===== src/inc/pin_select_pkg.sv =====
// constants and types for the remappable output pin select block
// Function
// - each remappable pin has its own 6-bit output select field
// - all output select fields reset to zero, the null selection
// - no interlock between mapping registers; any combination is accepted
// - codes 000000 default port, 000001 uart transmit, 000010 uart request-to-send
// - codes 000101 spi data, 000110 spi clock, 000111 spi slave select
// - codes 010000 output compare, 011000 comparator a, 011001 comparator b
// - codes 101101 primary pwm sync, 101110 secondary pwm sync; others unassigned
// - analog-shared pins reset analog; port value and latch reads return zero
// - digital output driver still works while the analog function is enabled
// - highest-priority enabled function owns the pin; lower ones are inactive
// - each pin has pull-up and pull-down, each enabled by its own bit
// - at most one output function drives a pin at any time
// - an enabled dedicated output wins over any remappable output
// - any number of remappable inputs may sample one pin, even a driven one
// - direction control governs only gpio; active peripheral outputs enable the driver
// - the digital input buffer is gated only by the analog select bit
// - each peripheral input has an 8-bit select; n picks pin n, zero grounds
// - a remappable peripheral beats gpio but not an enabled dedicated output, and still drives analog ones
// - six virtual pins without pads behave like physical remappable pins
package pin_select_pkg;
   localparam int NPHYS = 8;
   localparam int NVIRT = 6;
   localparam int NRP = NPHYS + NVIRT;
   localparam int NPIN_IN = 8;
   localparam int SEL_W = 6;
   localparam int IN_SEL_W = 8;
   localparam logic [7:0] PHYS_FIRST_RP = 8'h01;
   localparam logic [7:0] VIRT_FIRST_RP = 8'hb0;
   // output select codes
   localparam logic [5:0] SEL_NULL = 6'h00;
   localparam logic [5:0] SEL_UART_TX = 6'h01;
   localparam logic [5:0] SEL_UART_RTS = 6'h02;
   localparam logic [5:0] SEL_SPI_DO = 6'h05;
   localparam logic [5:0] SEL_SPI_CLK = 6'h06;
   localparam logic [5:0] SEL_SPI_SS = 6'h07;
   localparam logic [5:0] SEL_OC = 6'h10;
   localparam logic [5:0] SEL_CMP_A = 6'h18;
   localparam logic [5:0] SEL_CMP_B = 6'h19;
   localparam logic [5:0] SEL_SYNC_P = 6'h2d;
   localparam logic [5:0] SEL_SYNC_S = 6'h2e;
   // register byte offsets
   localparam logic [11:0] OFS_OUT_MAP = 12'h000;
   localparam logic [11:0] OFS_IN_MAP = 12'h040;
   localparam logic [11:0] OFS_ANSEL = 12'h080;
   localparam logic [11:0] OFS_DIR = 12'h084;
   localparam logic [11:0] OFS_LATCH = 12'h088;
   localparam logic [11:0] OFS_PORT = 12'h08c;
   localparam logic [11:0] OFS_PULLUP = 12'h090;
   localparam logic [11:0] OFS_PULLDN = 12'h094;
   localparam logic [11:0] OFS_PIN_IN = 12'h098;
   // reset values
   localparam logic [7:0] ANALOG_SHARED = 8'h3f;
   localparam logic [7:0] ANSEL_RST = 8'h3f;
   localparam logic [7:0] DIR_RST = 8'hff;

   typedef struct packed {
      logic uart_transmit_out;
      logic uart_request_to_send_out;
      logic spi_data_out;
      logic spi_clock_out;
      logic spi_slave_select_out;
      logic output_compare_out;
      logic comparator_a_out;
      logic comparator_b_out;
      logic pwm_primary_sync_out;
      logic pwm_secondary_sync_out;
   } periph_out_t;

   function automatic logic [7:0] rp_num(input int i);
      if (i < NPHYS)
         rp_num = PHYS_FIRST_RP + 8'(i);
      else
         rp_num = VIRT_FIRST_RP + 8'(i - NPHYS);
   endfunction : rp_num
endpackage : pin_select_pkg


===== src/verilog/out_select_mux.sv =====
// one remappable pin's output source multiplexer
`timescale 1ns/1ps
module out_select_mux
   import pin_select_pkg::*;
(
   // selection
   input wire logic [SEL_W-1:0] sel,
   input wire periph_out_t src,
   // result
   output logic value,
   output logic active
);
   always_comb
   begin
      value = 1'b0;
      active = 1'b1;
      unique case (sel)
         SEL_UART_TX: value = src.uart_transmit_out;
         SEL_UART_RTS: value = src.uart_request_to_send_out;
         SEL_SPI_DO: value = src.spi_data_out;
         SEL_SPI_CLK: value = src.spi_clock_out;
         SEL_SPI_SS: value = src.spi_slave_select_out;
         SEL_OC: value = src.output_compare_out;
         SEL_CMP_A: value = src.comparator_a_out;
         SEL_CMP_B: value = src.comparator_b_out;
         SEL_SYNC_P: value = src.pwm_primary_sync_out;
         SEL_SYNC_S: value = src.pwm_secondary_sync_out;
         // null and unassigned codes leave the pin to its port function
         default: active = 1'b0;
      endcase
   end
endmodule : out_select_mux


===== src/verilog/pin_select_top.sv =====
// remappable pin select: apb registers, output muxing, pin priority, input mapping
`timescale 1ns/1ps
module pin_select_top
   import pin_select_pkg::*;
(
   // clock and reset
   input wire logic SYS_CLK,
   input wire logic RSTN,
   // apb slave
   input wire logic PSEL,
   input wire logic PENABLE,
   input wire logic PWRITE,
   input wire logic [11:0] PADDR,
   input wire logic [31:0] PWDATA,
   output logic [31:0] PRDATA,
   output logic PREADY,
   output logic PSLVERR,
   // peripheral side
   input wire periph_out_t PERIPH_OUT,
   input wire logic [NPHYS-1:0] DED_OE,
   input wire logic [NPHYS-1:0] DED_OUT,
   output logic [NPIN_IN-1:0] PERIPH_IN,
   // pad side
   input wire logic [NPHYS-1:0] PAD_IN,
   output logic [NPHYS-1:0] PAD_OUT,
   output logic [NPHYS-1:0] PAD_OE,
   output logic [NPHYS-1:0] PAD_PULLUP,
   output logic [NPHYS-1:0] PAD_PULLDN,
   output logic [NPHYS-1:0] ANALOG_EN
);
   logic [SEL_W-1:0] out_sel_reg [NRP];
   logic [IN_SEL_W-1:0] in_sel_reg [NPIN_IN];
   logic [NPHYS-1:0] ansel_reg;
   logic [NPHYS-1:0] dir_reg;
   logic [NPHYS-1:0] latch_reg;
   logic [NPHYS-1:0] pullup_reg;
   logic [NPHYS-1:0] pulldn_reg;
   logic [NPHYS-1:0] sync1_reg;
   logic [NPHYS-1:0] sync2_reg;
   logic [NPHYS-1:0] sync3_reg;
   logic [NPHYS-1:0] filt_reg;
   logic [NPHYS-1:0] pad_out_reg;
   logic [NPHYS-1:0] pad_oe_reg;
   logic [NVIRT-1:0] virt_out_reg;
   logic [NPIN_IN-1:0] periph_in_reg;
   logic [NPIN_IN-1:0] periph_in_next;
   logic [NPHYS-1:0] pad_out_next;
   logic [NPHYS-1:0] pad_oe_next;
   logic [NVIRT-1:0] virt_out_next;
   logic [NRP-1:0] remap_val;
   logic [NRP-1:0] remap_act;
   logic [NRP-1:0] pin_in;
   logic [NPHYS-1:0] port_read;
   logic [NPHYS-1:0] latch_read;
   logic [31:0] prdata_reg;
   logic [31:0] prdata_next;
   logic pslverr_reg;
   logic pslverr_next;
   logic setup_phase;
   logic wr_access;
   logic out_map_hit;
   logic in_map_hit;
   logic [3:0] out_idx;
   logic [2:0] in_idx;

   // apb decode
   assign setup_phase = PSEL & ~PENABLE;
   assign wr_access = PSEL & PENABLE & PWRITE;
   assign out_idx = PADDR[5:2];
   assign in_idx = PADDR[4:2];
   assign out_map_hit = (PADDR[11:6] == OFS_OUT_MAP[11:6]) && (int'(out_idx) < NRP);
   assign in_map_hit = (PADDR[11:5] == OFS_IN_MAP[11:5]);

   // output mapping registers; any value is stored, nothing is cross-checked
   always_ff @(posedge SYS_CLK)
   begin
      if (!RSTN)
      begin
         for (int i = 0; i < NRP; i++)
            out_sel_reg[i] <= SEL_NULL;
      end
      else if (wr_access && out_map_hit)
         out_sel_reg[out_idx] <= PWDATA[SEL_W-1:0];
   end

   // input mapping registers
   always_ff @(posedge SYS_CLK)
   begin
      if (!RSTN)
      begin
         for (int j = 0; j < NPIN_IN; j++)
            in_sel_reg[j] <= 8'h00;
      end
      else if (wr_access && in_map_hit)
         in_sel_reg[in_idx] <= PWDATA[IN_SEL_W-1:0];
   end

   // port configuration registers
   always_ff @(posedge SYS_CLK)
   begin
      if (!RSTN)
      begin
         ansel_reg <= ANSEL_RST;
         dir_reg <= DIR_RST;
         latch_reg <= '0;
         pullup_reg <= '0;
         pulldn_reg <= '0;
      end
      else if (wr_access)
      begin
         unique case (PADDR)
            // only analog-shared pins own an analog select bit
            OFS_ANSEL: ansel_reg <= PWDATA[NPHYS-1:0] & ANALOG_SHARED;
            OFS_DIR: dir_reg <= PWDATA[NPHYS-1:0];
            OFS_LATCH: latch_reg <= PWDATA[NPHYS-1:0];
            OFS_PULLUP: pullup_reg <= PWDATA[NPHYS-1:0];
            OFS_PULLDN: pulldn_reg <= PWDATA[NPHYS-1:0];
            default: ;
         endcase
      end
   end

   // pad input synchroniser; a change is taken once stages two and three agree
   always_ff @(posedge SYS_CLK)
   begin
      if (!RSTN)
      begin
         sync1_reg <= '0;
         sync2_reg <= '0;
         sync3_reg <= '0;
         filt_reg <= '0;
      end
      else
      begin
         sync1_reg <= PAD_IN;
         sync2_reg <= sync1_reg;
         sync3_reg <= sync2_reg;
         for (int i = 0; i < NPHYS; i++)
            if (sync2_reg[i] == sync3_reg[i])
               filt_reg[i] <= sync3_reg[i];
      end
   end

   // per-pin source selection
   genvar g;
   generate
      for (g = 0; g < NRP; g++)
      begin : g_mux
         out_select_mux u_mux (
            .sel(out_sel_reg[g]),
            .src(PERIPH_OUT),
            .value(remap_val[g]),
            .active(remap_act[g])
         );
      end
   endgenerate

   // one owner per pin: dedicated, then remappable, then gpio
   always_comb
   begin
      for (int i = 0; i < NPHYS; i++)
      begin
         if (DED_OE[i])
         begin
            pad_out_next[i] = DED_OUT[i];
            pad_oe_next[i] = 1'b1;
         end
         else if (remap_act[i])
         begin
            pad_out_next[i] = remap_val[i];
            pad_oe_next[i] = 1'b1;
         end
         else
         begin
            // analog select does not gate the gpio driver
            pad_out_next[i] = latch_reg[i] & ~dir_reg[i];
            pad_oe_next[i] = ~dir_reg[i];
         end
      end
      for (int k = 0; k < NVIRT; k++)
         virt_out_next[k] = remap_act[NPHYS+k] & remap_val[NPHYS+k];
   end

   // registered drive so that a selection change lands glitch free one cycle later
   always_ff @(posedge SYS_CLK)
   begin
      if (!RSTN)
      begin
         pad_out_reg <= '0;
         pad_oe_reg <= '0;
         virt_out_reg <= '0;
      end
      else
      begin
         pad_out_reg <= pad_out_next;
         pad_oe_reg <= pad_oe_next;
         virt_out_reg <= virt_out_next;
      end
   end

   // input view of every remappable pin; the buffer follows analog select only
   always_comb
   begin
      for (int i = 0; i < NPHYS; i++)
         pin_in[i] = filt_reg[i] & ~ansel_reg[i];
      for (int k = 0; k < NVIRT; k++)
         pin_in[NPHYS+k] = virt_out_reg[k];
      port_read = filt_reg & ~ansel_reg;
      latch_read = latch_reg & ~ansel_reg;
   end

   // each peripheral input picks one pin; many inputs may share a pin
   always_comb
   begin
      for (int j = 0; j < NPIN_IN; j++)
      begin
         periph_in_next[j] = 1'b0;
         for (int i = 0; i < NRP; i++)
            if (in_sel_reg[j] == rp_num(i))
               periph_in_next[j] = pin_in[i];
      end
   end

   always_ff @(posedge SYS_CLK)
   begin
      if (!RSTN)
         periph_in_reg <= '0;
      else
         periph_in_reg <= periph_in_next;
   end

   // read data is prepared during setup and presented in the access phase
   always_comb
   begin
      prdata_next = 32'h0000_0000;
      pslverr_next = 1'b0;
      if (out_map_hit)
         prdata_next[SEL_W-1:0] = out_sel_reg[out_idx];
      else if (in_map_hit)
         prdata_next[IN_SEL_W-1:0] = in_sel_reg[in_idx];
      else
      begin
         unique case (PADDR)
            OFS_ANSEL: prdata_next[NPHYS-1:0] = ansel_reg;
            OFS_DIR: prdata_next[NPHYS-1:0] = dir_reg;
            OFS_LATCH: prdata_next[NPHYS-1:0] = latch_read;
            OFS_PORT: prdata_next[NPHYS-1:0] = port_read;
            OFS_PULLUP: prdata_next[NPHYS-1:0] = pullup_reg;
            OFS_PULLDN: prdata_next[NPHYS-1:0] = pulldn_reg;
            OFS_PIN_IN: prdata_next[NPIN_IN-1:0] = periph_in_reg;
            default: pslverr_next = 1'b1;
         endcase
      end
   end

   always_ff @(posedge SYS_CLK)
   begin
      if (!RSTN)
      begin
         prdata_reg <= 32'h0000_0000;
         pslverr_reg <= 1'b0;
      end
      else if (setup_phase)
      begin
         prdata_reg <= PWRITE ? 32'h0000_0000 : prdata_next;
         pslverr_reg <= pslverr_next;
      end
   end

   assign PRDATA = prdata_reg;
   assign PREADY = 1'b1;
   assign PSLVERR = pslverr_reg & PSEL & PENABLE;
   assign PAD_OUT = pad_out_reg;
   assign PAD_OE = pad_oe_reg;
   assign PAD_PULLUP = pullup_reg;
   assign PAD_PULLDN = pulldn_reg;
   assign ANALOG_EN = ansel_reg;
   assign PERIPH_IN = periph_in_reg;

   logic rst_seen_reg;
   always_ff @(posedge SYS_CLK)
      rst_seen_reg <= !RSTN;
endmodule : pin_select_top


===== config.mk =====
export PLATFORM = sky130hd
export DESIGN_NAME = pin_select_top
export DESIGN_NICKNAME = d
export VERILOG_FILES = /design/src/inc/pin_select_pkg.sv /design/src/verilog/out_select_mux.sv /design/src/verilog/pin_select_top.sv
export SDC_FILE = /design/constraint.sdc
export NUM_CORES = 1
export LEC_CHECK = 0
export BUFFER_PORTS_ARGS = -buffer_cell sky130_fd_sc_hd__buf_2
export CORE_MARGIN = 5
export CORE_UTILIZATION = 50
export DETAILED_ROUTE_END_ITERATION = 12
export PLACE_DENSITY = 0.72
export SETUP_SLACK_MARGIN = 0.05
export SLEW_MARGIN = 20
export SYNTH_ARGS = -nofsm -noshare
export SYNTH_HDL_FRONTEND = slang
export SYNTH_SLANG_ARGS = --single-unit

===== constraint.sdc =====
create_clock -name SYS_CLK -period 2.4 [get_ports SYS_CLK]
set_input_delay 0.12 -clock SYS_CLK [delete_from_list [all_inputs] [get_ports SYS_CLK]]
set_output_delay 0.12 -clock SYS_CLK [all_outputs]
set_load 0.02 [all_outputs]

==> results.sh, run 1 <==
export IMPL_synth_top_area_cell="edfxtp_1"
export IMPL_register_area_um2=6990
export IMPL_fp_dieH_um=188
export IMPL_nFillCells=2654
export IMPL_start_kind="flop"
export IMPL_root_buffer="clkbuf_16"
export IMPL_htree_levels=1
export IMPL_cts_tree="built"
export IMPL_area_growth_pct=14.9
export IMPL_r2r_setup_slack_ns=0.18
export IMPL_cp_required_ns=2.90
export IMPL_ys_warn_count=0
export IMPL_ir_worst_vdd_v=0.000540
export IMPL_final_setup_skew_ns=0.0204
export IMPL_insertion_delay_ns=0.57
export IMPL_synth_edff_count=160
export IMPL_clock_sinks=269
export IMPL_grt_pass1_vias=12609
export IMPL_remaining_drc_errors=0
export IMPL_ant_nets=0
export IMPL_hold_ws_ns=0.0581
export IMPL_vias=13493
export IMPL_grt_pass1_wl_um=75600
export IMPL_cp_max_fo=6
export IMPL_grt_max_degree=83
export IMPL_crit_path_end_kind="flop"
export IMPL_tightest_slew_ns=1.02
export IMPL_rows=65
export IMPL_nNetsFinal=1788
export IMPL_place_area_um2=16900
export IMPL_syn_area_um2=15900
export IMPL_crit_path_top_delay_cell="dlygate4sd3_1"
export IMPL_max_stage_delay_ns=0.55
export IMPL_place_congestion=0.990
export IMPL_avgSynthCellArea_um2=10.1
export IMPL_final_area_um2=18300
export IMPL_cap_violations=0
export IMPL_cp_cell_sequence="and3_1 -> o21ai_1 -> a21oi_1 -> or4b_1 -> a31oi_1 -> dlygate4sd3_1"
export IMPL_async_reset_ff_share_pct=0
export IMPL_drive_above_1_share_pct=18.2
export IMPL_yosysTopAreaCellShare_pct=30.2
export IMPL_fmax_mhz=450
export IMPL_dp_hpwl_um=33700
export IMPL_ys_seq_area_share_pct=43.9
export IMPL_p_per_area_nw_per_um2=616
export IMPL_status="finished, final reports clean"
export IMPL_drt_initial_drc_count=1330
export IMPL_viasPerCell=6.33
export IMPL_grt_usage_pct=27.1
export IMPL_ys_types=84
export IMPL_dieArea_um2=35500
export IMPL_critical_path_class="flop to flop"
export IMPL_maxSlewHeadroom_pct=32.0
export IMPL_antenna_found_initial=1
export IMPL_layout_setup_ws_ns=0.177
export IMPL_post_place_ws_ns=0.117
export IMPL_initial_core_util_pct=50.6
export IMPL_layout_min_cycle_time_ns=2.22
export IMPL_slew_violations=0
export IMPL_leakagePower_uw=0.00718
export IMPL_finalSetupTns_ns=0
export IMPL_finalCritPeriodShare_pct=92.6
export IMPL_hold_viol_final=0
export IMPL_clockBufferDepth=3
export IMPL_synthTopCellsByArea="edfxtp_1 (30%), dfxtp_1 (14%), mux2i_1 (6.1%)"
export IMPL_dr_pass1_iters=6
export IMPL_syn_inst=1573
export IMPL_drt_wl_total_um=49900
export IMPL_antennaDiodeCount=0
export IMPL_port_buffers=113
export IMPL_setup_viol=0
export IMPL_synthFlopType="edfxtp_1"
export IMPL_die_x_um=188
export IMPL_top_level_ports=165
export IMPL_rsz0062_at_grt="true"
export IMPL_avgRoutedWirePerCell_um=23.4
export IMPL_fin_util_pct=58.1
export IMPL_largest_register_ffs=96
export IMPL_synth_seq_cells=269
export IMPL_overflow=0
export IMPL_crit_arrival_ns=2.73
export IMPL_multi_input_area_um2=8250
export IMPL_core_area_um2=31500
export IMPL_clk_pin_slew_ns=0.07
export IMPL_numCtsBuffers=30
export IMPL_hp_class="primary input to flop"
[cell families (layout without fill, tap and decap cells)]
family | after synthesis | count (layout) | share of synthesized area, %
flops | 269 | 269 | 43.9
compound gates | 341 | 341 | 14.3
buf+inv | 176 | 295 | 5.20
mux | 162 | 162 | 13.4
xor+xnor | 7 | 7 | 0.385
simple gates | 616 | 616 | 22.8
other cells | 2 | 39 | 0.0472
[per-stage QoR]
stage,power [uW],std cells
floorplan,6150,1610
global placement,6540,2042
detailed placement,6560,2042
CTS,11300,2130
global route,11600,2131
finish,11300,2131
[what timing repair did]
| action | CTS | global route |
|---|---|---|
| gates resized for setup | 0 | 1 |
| endpoints found under the setup margin | 0 | 2 |
| endpoints found under the hold margin | 26 | 0 |
| setup buffers | 0 | 1 |
| hold buffers | 32 | 0 |
[layout by cell type, fill, tap and decap left out, drive strengths merged, types with 7 or more instances in the layout]
cell | synthesis | routed
clkinv | 0 | 10
a22o | 19 | 19
clkbuf | 91 | 41
a21oi | 69 | 69
inv | 26 | 28
nor4 | 11 | 11
a22oi | 22 | 22
edfxtp | 160 | 160
and3 | 32 | 32
nand3 | 41 | 41
o22ai | 13 | 13
or3 | 14 | 14
nor2b | 49 | 49
and2 | 155 | 155
nor3 | 30 | 30
nand2 | 70 | 70
mux2i | 97 | 97
a32oi | 11 | 11
o32ai | 8 | 8
a211oi | 15 | 15
conb | 2 | 39
nand4b | 13 | 13
mux4 | 38 | 38
nor2 | 104 | 104
nand4 | 7 | 7
nor3b | 19 | 19
o31ai | 11 | 11
buf | 59 | 181
o21ai | 87 | 87
nand2b | 29 | 29
dfxtp | 109 | 109
dlygate4sd3 | 0 | 32
a31oi | 19 | 19
nor4b | 11 | 11
mux2 | 27 | 27
[worst paths after layout]
check / from / endpoint / cells after the start
setup / recovery: out_sel_reg[4][3] / PAD_OUT[4] / 6
hold / removal: PWDATA[6] / latch_reg[6] / 3
setup reg to reg: out_sel_reg[4][3] / PAD_OUT[4] / 6
hold reg to reg: sync1_reg[1] / sync2_reg[1] / 1
[worst max-delay path: cells and delay by family (launching register included)]
family | cells | cell delay, ns
AOI/OAI and AO/OA | 3 | 0.41
buffers and inverters | 1 | 0.55
DFF | 1 | 0.46
and+or+nand+nor | 2 | 0.75
[final cells by class]
cell class	instances	area share (%)
repair buffers	213	7.85
inverters	26	0.533
flip-flops and latches	269	38.2
well taps	402	2.75
clock buffers	41	4.72
multi-input cells	1165	45.1
clock inverters	15	0.862
[routing by layer]
metal	vias up	global-route usage, %	part of all wire, %
li1	6113	-	-
met1	6411	37.6	40
met2	801	43.1	45
met3	168	4.48	11
met4	0	10.4	5.1
met5	-	0	0
[cells in the mapped netlist (16+ instances only)]
| cell | count |
|---|---|
| nor2_1 | 99 |
| o21ai_0 | 56 |
| a31oi_1 | 19 |
| nand2_1 | 68 |
| buf_2 | 16 |
| mux4_2 | 38 |
| mux2i_1 | 97 |
| a22o_1 | 19 |
| dfxtp_1 | 109 |
| a21oi_1 | 69 |
| nor3b_1 | 18 |
| clkbuf_1 | 91 |
| edfxtp_1 | 160 |
| buf_4 | 33 |
| a22oi_1 | 22 |
| and3_1 | 32 |
| nand3_1 | 39 |
| nor2b_1 | 49 |
| nand2b_1 | 28 |
| inv_1 | 26 |
| mux2_2 | 23 |
| nor3_1 | 29 |
| and2_1 | 155 |
| o21ai_1 | 31 |
[power by group]
group	internal, uW	total, uW	switching [uW]
sequential	5070	5340	262
combinational	499	1210	711
clock	2750	4720	1970
total	8320	11300	2940
(Power assumes the default switching activity.)
==> run 2, diff against run 1 <==
--- a/config.mk
+++ b/config.mk
@@ -5,11 +5,15 @@
 export SDC_FILE = /design/constraint.sdc
 export NUM_CORES = 1
 export LEC_CHECK = 0
+export ABC_AREA = 1
+export ABC_CLOCK_PERIOD_IN_PS = 2400
 export BUFFER_PORTS_ARGS = -buffer_cell sky130_fd_sc_hd__buf_2
+export CELL_PAD_IN_SITES_DETAIL_PLACEMENT = 1
+export CELL_PAD_IN_SITES_GLOBAL_PLACEMENT = 1
 export CORE_MARGIN = 5
-export CORE_UTILIZATION = 50
+export CORE_UTILIZATION = 39
 export DETAILED_ROUTE_END_ITERATION = 12
-export PLACE_DENSITY = 0.72
+export PLACE_DENSITY_LB_ADDON = 0.1
 export SETUP_SLACK_MARGIN = 0.05
 export SLEW_MARGIN = 20
 export SYNTH_ARGS = -nofsm -noshare
==> run 2 against run 1 <==
- setup slack worse by 0.059 ns
- synthesized cell count up 34%
- non-clock buffer count up 26
- sequential power down 1%
- largest cell class unchanged
- final area up 0.94%
- power down 2.3%
- register-to-register slack worse by 0.06 ns
- critical endpoint is now PAD_OE[2]
==> results.sh, run 2 <==
export IMPL_maxSlewHeadroom_pct=26.8
export IMPL_grt_pass1_vias=16625
export IMPL_final_cell_mix="nor2_1 (368), nand2_1 (352), inv_1 (282), edfxtp_1 (160), nand3_1 (134)"
export IMPL_synth_top_family_by_area="simple AND/OR/NAND/NOR gates"
export IMPL_antennaDiodeCount=0
export IMPL_top_level_ports=165
export IMPL_initial_core_util_pct=39.2
export IMPL_cap_violations=0
export IMPL_clk_pin_slew_ns=0.06
export IMPL_final_setup_skew_ns=0.00930
export IMPL_max_stage_delay_ns=0.59
export IMPL_overflow=0
export IMPL_drt_initial_drc_count=1218
export IMPL_grt_pass1_wl_um=99300
export IMPL_synthAdderAreaFrac_pct=0
export IMPL_ant_nets=0
export IMPL_fmax_mhz=438
export IMPL_area_growth_pct=19.1
export IMPL_async_reset_ff_share_pct=0
export IMPL_post_cts_repair_setup_buffers=0
export IMPL_core_area_um2=39500
export IMPL_hp_class="primary input to flop"
export IMPL_layout_setup_ws_ns=0.117
export IMPL_numCtsBuffers=30
export IMPL_grt_met1_usage_pct=39.5
export IMPL_nNetsFinal=2401
export IMPL_cp_max_fo=4
export IMPL_netlist_top_cells_count="nor2_1 (368), nand2_1 (352), inv_1 (286), edfxtp_1 (160), nand3_1 (134)"
export IMPL_cp_top_family="simple AND/OR/NAND/NOR gates"
export IMPL_crit_top_cell="inv_1"
export IMPL_crit_arrival_ns=2.81
export IMPL_antenna_found_initial=4
export IMPL_synthFlopType="edfxtp_1"
export IMPL_rows=73
export IMPL_ys_types=53
export IMPL_place_congestion=0.953
export IMPL_root_buffer="clkbuf_16"
export IMPL_hold_viol_final=0
export IMPL_ys_seq_area_share_pct=45.1
export IMPL_synth_seq_cells=269
export IMPL_grt_max_degree=58
export IMPL_layout_min_cycle_time_ns=2.28
export IMPL_grt_busiest_layer="met2"
export IMPL_tightest_slew_ns=1.09
export IMPL_start_kind="flop"
export IMPL_met3_usage_pct=3.77
export IMPL_dp_hpwl_um=49100
export IMPL_ys_warn_count=0
export IMPL_finalSetupTns_ns=0
export IMPL_dieArea_um2=43900
export IMPL_drt_wl_total_um=65600
export IMPL_clock_sinks=269
export IMPL_cp_required_ns=2.93
export IMPL_insertion_delay_ns=0.58
export IMPL_avgRoutedWirePerCell_um=22.9
export IMPL_status="finished, final reports clean"
export IMPL_avgSynthCellArea_um2=7.39
export IMPL_synthXorXnorAreaFrac_pct=0
export IMPL_finalCritPeriodShare_pct=95.1
export IMPL_yosysTopAreaCellShare_pct=31.0
export IMPL_synth_mux_area_share_pct=0
export IMPL_clockBufferDepth=3
export IMPL_crit_buf_inv=3
export IMPL_htree_levels=1
export IMPL_final_common_cell="nor2_1"
export IMPL_total_power_uw=11000
export IMPL_crit_path_top_delay_cell="dlygate4sd3_1"
export IMPL_p_per_area_nw_per_um2=596
export IMPL_synth_most_common_cell="nor2_1"
export IMPL_critical_path_class="flop to flop"
export IMPL_port_buffers=113
export IMPL_ir_worst_vdd_v=0.000482
export IMPL_fp_dieH_um=209
export IMPL_use_met2_pct=48.5
export IMPL_synth_top_area_cell="edfxtp_1"
export IMPL_synthTopCellsByArea="edfxtp_1 (31%), dfxtp_1 (14%), nor2_1 (8.9%)"
export IMPL_dr_pass1_iters=5
export IMPL_rsz0062_at_grt="false"
export IMPL_post_place_ws_ns=0.215
export IMPL_crit_path_end_kind="flop"
export IMPL_synth_compound_area_share_pct=14.2
export IMPL_yosys_area_share_simple_pct=30.4
export IMPL_slew_violations=0
export IMPL_remaining_drc_errors=0
export IMPL_grt_usage_pct=29.0
export IMPL_largest_register_ffs=96
export IMPL_viasPerCell=5.68
export IMPL_vias=16286
export IMPL_syn_inst=2100
export IMPL_leakagePower_uw=0.00799
export IMPL_cp_cell_sequence="nor2_1 -> inv_1 -> nor4_1 -> nor3b_1 -> nand2_1 -> o31ai_1 -> dlygate4sd3_1 -> inv_1"
export IMPL_cts_tree="built"
export IMPL_setup_viol=0
export IMPL_fin_util_pct=46.7
export IMPL_syn_area_um2=15500
export IMPL_die_x_um=209
export IMPL_synth_edff_count=160
export IMPL_drive_above_1_share_pct=11.9
[run 2: changes by cell type in the layout (fill, tap and decap cells not counted), moves of 62 or more]
cell | before | now
inv_1 | 25 | 282
nand4_1 | 7 | 76
nand2_1 | 68 | 352
and2_1 | 155 | 1
nor3_1 | 29 | 91
mux2i_1 | 97 | 0
nor2_1 | 99 | 368
o22ai_1 | 13 | 83
nand3_1 | 39 | 134
[run 2: cells by family after synthesis]
group,after synthesis
AOI/OAI and AO/OA,363
buffers and inverters,390
and+or+nand+nor,1076
other,2
DFF,269
[run 2: where the power goes]
part	switching [uW]	internal (uW)	leakage, uW
clock network	1950	2530	0.000453
logic	901	349	0.00513
registers	197	5070	0.00241
total	3050	7950	0.00799
[run 2: worst paths after layout]
path	startpoint	end	slack, ns	cells past startpoint
worst max-delay path	out_sel_reg[2][4]	PAD_OE[2]	0.12	8
worst min-delay path	PERIPH_OUT[7]	virt_out_reg[0]	0.14	5
worst max register to register	out_sel_reg[2][4]	PAD_OE[2]	0.12	8
worst min register to register	sync1_reg[6]	sync2_reg[6]	0.41	2
[run 2: area by class of cell]
type	instances	area, um2
fillers	4955	21100
multi-input cells	1478	7080
flip-flops and latches	269	6990
repair buffers	239	1670
inverters	300	1130
clock buffers	40	830
well taps	525	657
clock inverters	16	114
[run 2: what timing repair did]
action | in CTS | in global routing
endpoints found under the hold margin | 67 | 0
setup endpoints to repair | 0 | 1
gates resized for setup | 0 | 1
hold buffers | 39 | 0
[run 2: metrics by stage]
stage / hold slack [ns] / area [um2] / instances
2_1_floorplan: 0.218 / 15600 / 2137
3_3_place_gp: 0.302 / 17100 / 2772
3_5_place_dp: 0.309 / 17100 / 2772
4_1_cts: 0.0402 / 18500 / 2867
5_1_grt: 0.125 / 18500 / 2867
6_report: 0.136 / 18500 / 2867
[run 2: worst reg2reg max path: stages, from the launching register on]
cell and delay [ns]:
edfxtp_1 0.43, nor2_1 0.32, inv_1 0.12, nor4_1 0.37, nor3b_1 0.11, nand2_1 0.16, o31ai_1 0.09, dlygate4sd3_1 0.59
inv_1 0.06
[run 2: routing by layer]
metal	up-vias	wire, um
met5	-	27
met4	4	2180
met3	150	3960
met2	540	30500
met1	8038	28900
li1	7554	-
